`src/logic/tmr_consts.svh`:
```
// offsets, field positions and reset values for the timer block
`ifndef TMR_CONSTS_SVH
`define TMR_CONSTS_SVH
`define TMR_OFF_CTRL     12'h000
`define TMR_OFF_CNTL     12'h004
`define TMR_OFF_CNTH     12'h008
`define TMR_OFF_FLAG     12'h00C
`define TMR_OFF_IEN      12'h010
`define TMR_OFF_OSC      12'h014
`define TMR_OFF_CFG      12'h018
`define TMR_OFF_CMP      12'h01C
`define TMR_OFF_CMPMD    12'h020
`define TMR_B_ON         0
`define TMR_B_EXTCS      1
`define TMR_B_NOSYNC     2
`define TMR_B_OSCEN      3
`define TMR_B_PS_LO      4
`define TMR_B_PS_HI      5
`define TMR_B_RUN        6
`define TMR_B_WIDE       7
`define TMR_B_OVF        0
`define TMR_B_IDLE_ON_SLEEP_ENABLE      7
`define TMR_SCS_SEC      2'h1
`define TMR_MODE_SPEV    4'hB
`define TMR_CNT_ZERO     16'h0000
`define TMR_CNT_MAX      16'hFFFF
`define TMR_CTRL_RST     8'h00
`define TMR_PS_RST       3'h0
`define TMR_INSTR_DIV    2'h3
`define TMR_ONE3         3'h1
`define TMR_ONE16        16'h0001
`endif

```
`src/logic/tmr_pkg.sv`:
```
// types shared by the timer block
package tmr_pkg;
   typedef struct packed {
      logic        psel;
      logic        penable;
      logic        pwrite;
      logic [11:0] paddr;
      logic [31:0] pwdata;
   } tmr_apb_req_t;
   typedef struct packed {
      logic [31:0] prdata;
      logic        pready;
      logic        pslverr;
   } tmr_apb_rsp_t;
   typedef enum logic [1:0] {
      TMR_PWR_RUN,
      TMR_PWR_SEC_RUN,
      TMR_PWR_SEC_IDLE,
      TMR_PWR_SLEEP
   } tmr_pwr_t;
endpackage

```
`src/logic/tmr_timer16.sv`:
```
// 16-bit timer with prescaler, special event reset and apb registers
//
// The APB register port and the placing of the registers were left to the implementer.
`timescale 1ns/1ps
`include "tmr_consts.svh"
module tmr_timer16
   import tmr_pkg::*;
(
   input  wire logic         mclk,
   input  wire logic         rst_b,
   input  wire logic         psel,
   input  wire logic         penable,
   input  wire logic         pwrite,
   input  wire logic [11:0]  paddr,
   input  wire logic [31:0]  pwdata,
   output logic [31:0]       prdata,
   output logic              pready,
   output logic              pslverr,
   input  wire logic         ext_clk_pin,
   input  wire logic         cmp_trigger,
   input  wire logic         sleep_exec,
   input  wire logic         wake_event,
   input  wire logic         osc_fail,
   output logic              irq,
   output logic              osc_run_enable,
   output logic              osc_low_power,
   output logic              sys_clk_from_osc,
   output logic [1:0]        power_state
);
   tmr_apb_req_t req;
   tmr_apb_rsp_t rsp;
   assign req = '{psel, penable, pwrite, paddr, pwdata};

   logic [7:0]  ctrl_reg;
   logic [15:0] cnt_reg, cnt_next;
   logic [7:0]  hbuf_reg;
   logic [2:0]  ps_reg, ps_next;
   logic [1:0]  idiv_reg;
   logic        flag_reg;
   logic        ien_reg;
   logic [1:0]  scs_reg;
   logic        idle_on_sleep_enable_reg;
   logic        lpcfg_reg;
   logic [3:0]  mode_reg;
   logic        fail_reg;
   tmr_pwr_t    pwr_reg, pwr_next;

   function automatic logic hit(input logic [11:0] a,
                                input logic [11:0] off);
      hit = (a[11:2] == off[11:2]);
   endfunction

   // apb decode
   wire acc      = req.psel & req.penable;
   wire wr       = acc & req.pwrite;
   wire rd       = acc & ~req.pwrite;
   wire sel_ctrl = hit(req.paddr, `TMR_OFF_CTRL);
   wire sel_cntl = hit(req.paddr, `TMR_OFF_CNTL);
   wire sel_cnth = hit(req.paddr, `TMR_OFF_CNTH);
   wire sel_flag = hit(req.paddr, `TMR_OFF_FLAG);
   wire sel_ien  = hit(req.paddr, `TMR_OFF_IEN);
   wire sel_osc  = hit(req.paddr, `TMR_OFF_OSC);
   wire sel_cfg  = hit(req.paddr, `TMR_OFF_CFG);
   wire sel_cmp  = hit(req.paddr, `TMR_OFF_CMP);
   wire sel_md   = hit(req.paddr, `TMR_OFF_CMPMD);
   wire mapped   = sel_ctrl | sel_cntl | sel_cnth | sel_flag | sel_ien
                 | sel_osc | sel_cfg | sel_cmp | sel_md;
   wire wr_ctrl  = wr & sel_ctrl;
   wire wr_cntl  = wr & sel_cntl;
   wire wr_cnth  = wr & sel_cnth;
   wire rd_cntl  = rd & sel_cntl;

   // control fields
   wire wide     = ctrl_reg[`TMR_B_WIDE];
   wire cnt_on   = ctrl_reg[`TMR_B_ON];
   wire ext_cs   = ctrl_reg[`TMR_B_EXTCS];
   wire no_sync  = ctrl_reg[`TMR_B_NOSYNC];
   wire [1:0] ps_sel = ctrl_reg[`TMR_B_PS_HI:`TMR_B_PS_LO];

   // external clock or oscillator output, synchronised
   logic ext_level, ext_rise;
   tmr_pin_sync u_sync (
      .mclk  (mclk),
      .rst_b (rst_b),
      .pin   (ext_clk_pin),
      .level (ext_level),
      .rise  (ext_rise)
   );

   // instruction-cycle enable, one in four clocks
   wire instr_tick = (idiv_reg == `TMR_INSTR_DIV);
   wire src_tick   = ext_cs ? ext_rise : instr_tick;

   // prescaler: terminal count per select code
   wire [2:0] ps_term = 3'((4'h1 << ps_sel) - 4'h1);
   wire ps_done  = (ps_reg == ps_term);
   wire cnt_tick = cnt_on & src_tick & ps_done;
   wire overflow = cnt_tick & (cnt_reg == `TMR_CNT_MAX);

   // trigger honoured only when unsynchronised external mode is off
   wire sync_mode = ~ext_cs | ~no_sync;
   wire spev = cmp_trigger & (mode_reg == `TMR_MODE_SPEV) & sync_mode;

   always_comb begin
      ps_next = ps_reg;
      if (cnt_on & src_tick) begin
         ps_next = ps_done ? `TMR_PS_RST : 3'(ps_reg + `TMR_ONE3);
      end
      if (wr_cntl) begin
         ps_next = `TMR_PS_RST;
      end
   end

   // write priority over trigger, trigger over counting
   always_comb begin
      cnt_next = cnt_reg;
      if (cnt_tick) begin
         cnt_next = 16'(cnt_reg + `TMR_ONE16);
      end
      if (spev) begin
         cnt_next = `TMR_CNT_ZERO;
      end
      if (wr_cntl) begin
         cnt_next = {wide ? hbuf_reg : cnt_reg[15:8], pwdata[7:0]};
      end else if (wr_cnth & ~wide) begin
         cnt_next = {pwdata[7:0], cnt_reg[7:0]};
      end
   end

   // power-managed mode sequencing
   wire sec_sel = (scs_reg == `TMR_SCS_SEC) & ctrl_reg[`TMR_B_OSCEN];
   always_comb begin
      pwr_next = pwr_reg;
      unique case (pwr_reg)
         TMR_PWR_RUN: begin
            if (sec_sel & ~fail_reg) begin
               pwr_next = TMR_PWR_SEC_RUN;
            end else if (sleep_exec) begin
               pwr_next = idle_on_sleep_enable_reg ? TMR_PWR_SLEEP : TMR_PWR_RUN;
            end
         end
         TMR_PWR_SEC_RUN: begin
            if (fail_reg | ~sec_sel) begin
               pwr_next = TMR_PWR_RUN;
            end else if (sleep_exec) begin
               pwr_next = idle_on_sleep_enable_reg ? TMR_PWR_SLEEP : TMR_PWR_SEC_IDLE;
            end
         end
         TMR_PWR_SEC_IDLE: begin
            if (fail_reg) begin
               pwr_next = TMR_PWR_RUN;
            end else if (wake_event) begin
               pwr_next = TMR_PWR_SEC_RUN;
            end
         end
         TMR_PWR_SLEEP: begin
            if (wake_event) begin
               pwr_next = TMR_PWR_RUN;
            end
         end
      endcase
   end

   wire osc_clocks = (pwr_reg == TMR_PWR_SEC_RUN)
                   | (pwr_reg == TMR_PWR_SEC_IDLE);

   always_ff @(posedge mclk) begin
      if (!rst_b) begin
         ctrl_reg <= `TMR_CTRL_RST;
         cnt_reg  <= `TMR_CNT_ZERO;
         hbuf_reg <= 8'h00;
         ps_reg   <= `TMR_PS_RST;
         idiv_reg <= 2'h0;
         pwr_reg  <= TMR_PWR_RUN;
      end else begin
         if (wr_ctrl) begin
            ctrl_reg <= pwdata[7:0];
         end
         cnt_reg  <= cnt_next;
         ps_reg   <= ps_next;
         idiv_reg <= 2'(idiv_reg + 2'h1);
         pwr_reg  <= pwr_next;
         if (rd_cntl & wide) begin
            hbuf_reg <= cnt_reg[15:8];
         end else if (wr_cnth & wide) begin
            hbuf_reg <= pwdata[7:0];
         end
      end
   end

   always_ff @(posedge mclk) begin
      if (!rst_b) begin
         flag_reg  <= 1'b0;
         ien_reg   <= 1'b0;
         scs_reg   <= 2'h0;
         idle_on_sleep_enable_reg <= 1'b0;
         lpcfg_reg <= 1'b0;
         mode_reg  <= 4'h0;
         fail_reg  <= 1'b0;
      end else begin
         // set wins over write-one-to-clear; trigger never sets
         if (overflow) begin
            flag_reg <= 1'b1;
         end else if (wr & sel_flag & pwdata[`TMR_B_OVF]) begin
            flag_reg <= 1'b0;
         end
         if (wr & sel_ien) begin
            ien_reg <= pwdata[`TMR_B_OVF];
         end
         if (wr & sel_osc) begin
            scs_reg   <= pwdata[1:0];
            idle_on_sleep_enable_reg <= pwdata[`TMR_B_IDLE_ON_SLEEP_ENABLE];
         end
         if (wr & sel_cfg) begin
            lpcfg_reg <= pwdata[0];
         end
         if (wr & sel_md) begin
            mode_reg <= pwdata[3:0];
         end
         // fail-safe switchover latched until source reselected
         if (osc_fail & osc_clocks) begin
            fail_reg <= 1'b1;
         end else if (wr & sel_osc) begin
            fail_reg <= 1'b0;
         end
      end
   end

   // read mux
   wire [7:0] ctrl_rd = {ctrl_reg[7], osc_clocks, ctrl_reg[5:0]};
   wire [7:0] cnth_rd = wide ? hbuf_reg : cnt_reg[15:8];
   always_comb begin
      rsp.prdata  = 32'h0000_0000;
      rsp.pready  = 1'b1;
      rsp.pslverr = acc & ~mapped;
      if (sel_ctrl) rsp.prdata[7:0] = ctrl_rd;
      if (sel_cntl) rsp.prdata[7:0] = cnt_reg[7:0];
      if (sel_cnth) rsp.prdata[7:0] = cnth_rd;
      if (sel_flag) rsp.prdata[0]   = flag_reg;
      if (sel_ien)  rsp.prdata[0]   = ien_reg;
      if (sel_osc)  rsp.prdata[7:0] = {idle_on_sleep_enable_reg, 5'h00, scs_reg};
      if (sel_cfg)  rsp.prdata[0]   = lpcfg_reg;
      if (sel_md)   rsp.prdata[3:0] = mode_reg;
   end
   assign prdata  = rsp.prdata;
   assign pready  = rsp.pready;
   assign pslverr = rsp.pslverr;

   assign irq              = flag_reg & ien_reg;
   assign osc_run_enable   = ctrl_reg[`TMR_B_OSCEN];
   assign osc_low_power    = lpcfg_reg;
   assign sys_clk_from_osc = osc_clocks;
   assign power_state      = pwr_reg;
endmodule

```
`src/logic/tmr_pin_sync.sv`:
```
// three-stage pin synchroniser with rising-edge pulse
`timescale 1ns/1ps
module tmr_pin_sync
   import tmr_pkg::*;
(
   input  wire logic mclk,
   input  wire logic rst_b,
   input  wire logic pin,
   output logic      level,
   output logic      rise
);
   logic [2:0] sh_reg;
   logic       level_reg;
   logic       agree;
   // a change counts once stages two and three agree
   assign agree = (sh_reg[1] == sh_reg[2]);
   always_ff @(posedge mclk) begin
      if (!rst_b) begin
         sh_reg    <= 3'h0;
         level_reg <= 1'b0;
      end else begin
         sh_reg <= {sh_reg[1:0], pin};
         if (agree) begin
            level_reg <= sh_reg[2];
         end
      end
   end
   assign level = level_reg;
   assign rise  = agree & sh_reg[2] & ~level_reg;
endmodule

```
`config.mk`:
```
export PLATFORM = sky130hd
export DESIGN_NAME = tmr_timer16
export DESIGN_NICKNAME = d
export VERILOG_FILES = /design/src/logic/tmr_pkg.sv /design/src/logic/tmr_timer16.sv /design/src/logic/tmr_pin_sync.sv
export VERILOG_INCLUDE_DIRS = /design/src /design/src/logic
export SDC_FILE = /design/constraint.sdc
export NUM_CORES = 1
export LEC_CHECK = 0
export BUFFER_PORTS_ARGS = -buffer_cell sky130_fd_sc_hd__buf_2
export CAP_MARGIN = 20
export CORE_UTILIZATION = 54
export CTS_CLUSTER_SIZE = 10
export DETAILED_ROUTE_END_ITERATION = 7
export PLACE_DENSITY = 0.81
export SYNTH_ARGS = -nofsm -noshare
export SYNTH_HDL_FRONTEND = slang
export SYNTH_SLANG_ARGS = --single-unit
```
`constraint.sdc`:
```
create_clock -name mclk -period 2.1 [get_ports mclk]
set_input_delay 0.21 -clock mclk [delete_from_list [all_inputs] [get_ports mclk]]
set_output_delay 0.21 -clock mclk [all_outputs]
set_load 0.005 [all_outputs]
```
==> run_results.csv, run 1 <==
group,metric,value,unit
run_status,status,"finished, final reports clean",
sta,fin_crit,2052,ps
floorplan,row_count,29,
logic_synthesis,yosysUniqueCellTypes,63,
final_layout,diodes,0,
cts,cts_hold_buffers,0,
final_layout,final_cell_mix,"52 x dfxtp_1, 50 x nand2_1, 42 x buf_2",
routing,drc_errors,0,
sta,final_hold_viol_count,0,
critical_path,crit_type,"in2out",
power,fin_total_pwr,1.831,mW
floorplan,die_height,83.78,µm
routing,viasPerCell,6.087,
sta,maxSlewHeadroom,65.22,%
job,cap_viol_max_count,0,
logic_synthesis,synth-edff-count,0,
final_layout,final_layout_size_suffix_gt1_share,21.05,%
logic_synthesis,yosys_warnings,0,
cts,root_buffer,"clkbuf_8",
routing,wirelength,9.383,mm
sta,tightestPinTransition,516.9,ps
cts,numCtsBuffers,5,
sta,fin_skew,11.67,ps
logic_synthesis,async_reset_ff_share,0,%
logic_synthesis,syn_inst,421,
critical_path,crit_path_start,"paddr[7]",
power,leakage,1.838,nW
global_routing,antenna_found_initial,0,
logic_synthesis,synthAdderAreaFrac,3.119,%
routing,vias,3360,
hold_path,holdCritPathClass,"in2reg",
logic_synthesis,synth-seq-cells,53,
final_layout,nNetsFinal,537,
global_routing,gr-usage-all-layers,26.94,%
hold_path,min_delay_path_depth,2,
cts,cts_tree,"yes",
hold_path,holdPathEnd,"u_sync.sh_reg[0]$_SDFF_PN0_",
floorplan,ios,94,
global_routing,grt_max_degree,37,
logic_synthesis,synth_top_family_by_area,"simple AND/OR/NAND/NOR gates",
power,powerDensity,456.2,nW/µm²
critical_path,rr_worst_depth,6,
critical_path,r2r_end,"cnt_reg[15]$_SDFFE_PN0P_",
placement,place_hpwl,7.000,mm
routing,drt_iter0_drc,308,
logic_synthesis,synth_compound_area_share,19.30,%
logic_synthesis,seq_area_frac_synth,29.38,%
floorplan,die_area,7018,µm²
floorplan,start_util,56.54,%
global_routing,grt_pass1_wl,15.45,mm
final_layout,largest_reg_flops,16,
sta,fmax,487.3,MHz
routing,ant_nets,0,
critical_path,cp_max_fo,5,
sta,setup_violations,0,
critical_path,worstReg2RegStart,"mode_reg[2]$_SDFFE_PN0P_",
floorplan,die_x,83.78,µm
logic_synthesis,synth_xor_area_share,2.183,%
critical_path,reg2reg_setup_slack,90,ps
placement,gp_congestion,0.9512,
logic_synthesis,synthFlopType,"dfxtp_1",
sta,setup_tns,0,ps
logic_synthesis,synth.area.mux_share,9.148,%
final_layout,area_growth,11.16,%
sta,rsz0062_at_grt,"false",
critical_path,cp-end-kind,"output pin",
power,ir_drop,0.4499,mV
critical_path,start_kind,"input port",
floorplan,core_area,6386,µm²
placement,numPortBuffers,42,
hold_path,hold_start,"ext_clk_pin",
routing,wl_per_cell,17.00,µm
cts,clkSlewWorstSetupHoldPaths,100,ps
sta,drv_slew,0,
logic_synthesis,yosys.area_share.simple,26.54,%
cts,clock_sinks,53,
global_routing,grt-ovfl-total,0,
sta,post-route-period-util,97.72,%
critical_path,arrival,1840,ps
final_layout,layout_commonest_cell,"dfxtp_1",
cts,clk_latency,320,ps
cts,htree_levels,2,
critical_path,crit_required,1890,ps
logic_synthesis,avgSynthCellArea,8.577,µm²
cts,clockBufferDepth,2,
global_routing,grt_pass1_vias,3205,
routing,dr.pass1.iters,5,
logic_synthesis,synth_area,3611,µm²
-- through the flow --
stage	util [%]	std cells	hold slack [ps]	worst slack, ps	instance area, µm²
6_report	62.85	552	93.95	47.88	4014
3_5_place_dp	60.58	542	410.7	10.91	3869
5_1_grt	62.85	552	91.50	1.423	4014
2_1_floorplan	-	444	337.3	203.2	3697
3_3_place_gp	60.58	542	409.2	43.80	3869
4_1_cts	62.11	550	100.0	1.968	3966
-- worst max-delay path by stage --
| stage | end | slack (ps) | depth (start not counted) |
|---|---|---|---|
| finish | prdata[7] | 50 | 8 |
| global route | cnt_reg[11]$_SDFFE_PN0P_ | 1 | 6 |
| CTS | prdata[2] | 2 | 7 |
| detailed placement | prdata[2] | 10 | 7 |
| global placement | prdata[2] | 40 | 7 |
| floorplan | cnt_reg[14]$_SDFFE_PN0P_ | 200 | 7 |
-- layout make-up --
type / instances / area [µm²]
Timing Repair Buffer: 69 / 432.9
Fill cell: 560 / 2372
Inverter: 8 / 30.03
Clock inverter: 3 / 21.27
Multi-Input combinational cell: 337 / 2302
Sequential cell: 53 / 1062
Clock buffer: 5 / 68.82
Tap cell: 77 / 96.34
-- kinds of logic after synthesis --
family,after synthesis
buf+inv,54
simple gates,166
compound gates,95
flops,53
other cells,2
xor+xnor,9
mux,33
fa+ha+maj,9
-- synth_stat cells, types with 3 or more instances --
cell type,number,share of area (%)
a211oi_1,6,1.2
a21boi_0,5,1.0
a21oi_1,13,1.8
a22o_1,3,0.73
a22oi_1,6,1.2
a31o_2,3,0.73
a31oi_1,4,0.69
a32o_1,4,1.1
and2_1,7,1.2
and3_1,5,0.87
and3b_1,3,0.73
and4_1,5,1.2
buf_2,3,0.42
buf_4,27,5.6
buf_6,3,0.94
clkbuf_1,9,0.94
clkbuf_8,3,1.1
dfxtp_1,53,29
ha_1,9,3.1
inv_1,8,0.83
mux2i_1,33,9.1
nand2_1,50,5.2
nand3_1,16,2.2
nand4_1,5,0.87
nor2_1,22,2.3
nor2b_1,18,3.1
nor3_1,7,0.97
nor3b_1,6,1.2
o211a_1,13,3.6
o211ai_1,3,0.62
o21ai_0,17,2.4
o22ai_1,4,0.69
o31ai_1,3,0.62
or3_1,3,0.52
xnor2_1,8,1.9
-- worst max-delay path, cell delays in order --
cell	delay, ps
buf_2	120
or4_4	570
nor4_4	240
nand3b_4	160
nor2_1	130
a221oi_1	60
a21oi_1	200
buf_2	140
-- where the power goes --
| group | switching (mW) | internal (mW) |
|---|---|---|
| combinational | 0.126 | 0.0809 |
| clock | 0.360 | 0.237 |
| sequential | 0.00927 | 1.02 |
| total | 0.495 | 1.34 |
-- what timing repair did --
action | in CTS | in global routing
gates resized for setup | 2 | 8
buffers inserted | 0 | 2
endpoints found under the setup margin | 1 | 5
pin swaps | 0 | 0
-- per-layer routing --
metal	routed length [µm]	vias to the layer above	track usage (%)	part of all wire (%)
met5	0	-	0	0
met4	144	0	8.475	1.5
met3	517	18	3.858	5.5
met2	4747	133	46.78	51
met1	3974	1614	34.36	42
li1	-	1595	-	-
Power figures use the tool's default switching activity.
==> run 2: changes to the inputs <==
--- a/config.mk
+++ b/config.mk
@@ -8,10 +8,14 @@
 export LEC_CHECK = 0
 export BUFFER_PORTS_ARGS = -buffer_cell sky130_fd_sc_hd__buf_2
 export CAP_MARGIN = 20
-export CORE_UTILIZATION = 54
+export CELL_PAD_IN_SITES_DETAIL_PLACEMENT = 1
+export CELL_PAD_IN_SITES_GLOBAL_PLACEMENT = 1
+export CORE_ASPECT_RATIO = 1.1
+export CORE_UTILIZATION = 39
 export CTS_CLUSTER_SIZE = 10
 export DETAILED_ROUTE_END_ITERATION = 7
-export PLACE_DENSITY = 0.81
+export PLACE_DENSITY_LB_ADDON = 0.1
+export SKIP_LAST_GASP = 1
 export SYNTH_ARGS = -nofsm -noshare
 export SYNTH_HDL_FRONTEND = slang
 export SYNTH_SLANG_ARGS = --single-unit
==> run_results.csv, run 2 (synthesized netlist as in run 1, its figures left out) <==
group,metric,value,unit
cts,clockBufferDepth,2,
critical_path,crit_type,"reg2out",
routing,ant_nets,0,
final_layout,nNetsFinal,549,
final_layout,layout_commonest_cell,"dfxtp_1",
sta,setup_ws,57.99,ps
routing,wl_per_cell,18.20,µm
placement,place_inst,592,
routing,dr.pass1.iters,4,
global_routing,gr-usage-all-layers,23.74,%
final_layout,diodes,0,
sta,setup_violations,0,
cts,clk_latency,330,ps
floorplan,ios,94,
sta,whs,91.18,ps
sta,fin_crit,2042,ps
floorplan,die_height,102.9,µm
job,cap_viol_max_count,0,
floorplan,core_area,8919,µm²
final_layout,final_layout_size_suffix_gt1_share,22.38,%
sta,post-route-period-util,97.24,%
global_routing,grt-ovfl-total,0,
critical_path,reg2reg_setup_slack,130,ps
final_layout,largest_reg_flops,16,
floorplan,die_x,93.75,µm
cts,numCtsBuffers,5,
sta,final_hold_viol_count,0,
global_routing,met1_usage,30.18,%
sta,fmax,489.7,MHz
critical_path,cp-end-kind,"output pin",
critical_path,critPathMaxStageDelay,360,ps
power,fin_total_pwr,1.986,mW
placement,post-place-ws,-48.11,ps
critical_path,arrival,1830,ps
critical_path,cp_max_fo,13,
power,leakage,1.905,nW
routing,vias,3360,
floorplan,die_area,9648,µm²
global_routing,grt_use_met2,40.76,%
critical_path,cp_top_family,"compound AO/OA/AOI/OAI gates",
sta,drv_slew,0,
routing,drt_iter0_drc,164,
final_layout,final_cell_count_no_fill,601,
placement,place_hpwl,8.514,mm
cts,htree_levels,2,
cts,root_buffer,"clkbuf_8",
global_routing,grt_pass1_wl,17.46,mm
cts,cts_tree,"yes",
critical_path,path_cells,"buf_8 > mux2i_2 > mux2i_1 > a211oi_1 > a21oi_1 > a22o_1 > buf_2",
sta,fin_skew,11.39,ps
run_status,status,"finished, final reports clean",
power,powerDensity,477.9,nW/µm²
cts,clkSlewWorstSetupHoldPaths,110,ps
routing,viasPerCell,5.591,
critical_path,crit_required,1890,ps
routing,wirelength,10.94,mm
floorplan,row_count,36,
placement,gp_congestion,0.8521,
critical_path,cp.depth,7,
cts,clock_sinks,53,
global_routing,antenna_found_initial,0,
global_routing,grt-busiest-layer,"met2",
critical_path,endpoint,"prdata[0]",
final_layout,area_growth,15.07,%
critical_path,rr_worst_depth,8,
sta,rsz0062_at_grt,"true",
critical_path,cp_num_buf_inv,2,
cts,cts_hold_buffers,0,
critical_path,start_kind,"flip-flop",
global_routing,grt_pass1_vias,3353,
critical_path,worstReg2RegStart,"cnt_reg[0]$_SDFFE_PN0P_",
hold_path,holdCritPathClass,"in2reg",
floorplan,start_util,40.49,%
placement,numPortBuffers,42,
final_layout,final_cell_mix,"52 x dfxtp_1, 50 x nand2_1, 42 x buf_2",
critical_path,crit_path_start,"ctrl_reg[7]$_SDFFE_PN0P_",
critical_path,r2r_end,"cnt_reg[14]$_SDFFE_PN0P_",
power,ir_drop,0.2925,mV
routing,drc_errors,0,
critical_path,slowest_stage,"dfxtp_2",
global_routing,grt_max_degree,38,
global_routing,grt.met3_usage,4.056,%
[run 2: changes by cell type in the layout (fill, tap and decap cells not counted), sizes merged]
cell / change
buf: +12
clkbuf: +1
bufinv: +1
clkinvlp: -1
inv: -1
[run 2: layout make-up]
cell class	instances	area, µm²
flip-flops and latches	53	1062
clock inverters	2	38.79
repair buffers	81	523.0
clock buffers	6	72.57
inverters	8	30.03
fillers	1098	4763
well taps	114	142.6
multi-input cells	337	2286
[run 2: how the worst min path moves through the flow]
stage	slack (ps)	endpoint	depth (start not counted)	startpoint
6_report	90	u_sync.sh_reg[0]$_SDFF_PN0_	2	ext_clk_pin
5_1_grt	90	u_sync.sh_reg[0]$_SDFF_PN0_	2	ext_clk_pin
4_1_cts	80	u_sync.sh_reg[0]$_SDFF_PN0_	2	ext_clk_pin
3_5_place_dp	420	idiv_reg[0]$_SDFF_PN0_	1	idiv_reg[0]$_SDFF_PN0_
3_3_place_gp	410	idiv_reg[0]$_SDFF_PN0_	1	idiv_reg[0]$_SDFF_PN0_
2_1_floorplan	340	u_sync.sh_reg[0]$_SDFF_PN0_	1	ext_clk_pin
[run 2: power breakdown]
part | switching [mW] | internal, mW
Combinational | 0.136 | 0.0873
Sequential | 0.00972 | 1.02
Clock | 0.376 | 0.359
Total | 0.522 | 1.46
[run 2: through the flow]
stage               setup TNS, ps  util [%]  area (µm²)
finish                          0     46.59        4155
global route               -108.8     46.59        4155
CTS                             0     46.37        4135
detailed placement         -54.07     44.99        4013
global placement           -78.46     44.99        4013
floorplan                       0         -        3697
[run 2: what timing repair did]
item,in CTS,in global routing
setup buffers,0,1
pin swaps,0,1
setup endpoints to repair,2,9
resized for setup,3,4
[run 2: layer usage]
metal / vias to the layer above / part of all wire, %
met4: 0 / 1.2
li1: 1612 / -
met2: 83 / 49
met1: 1656 / 45
met3: 9 / 4.5
met5: - / 0
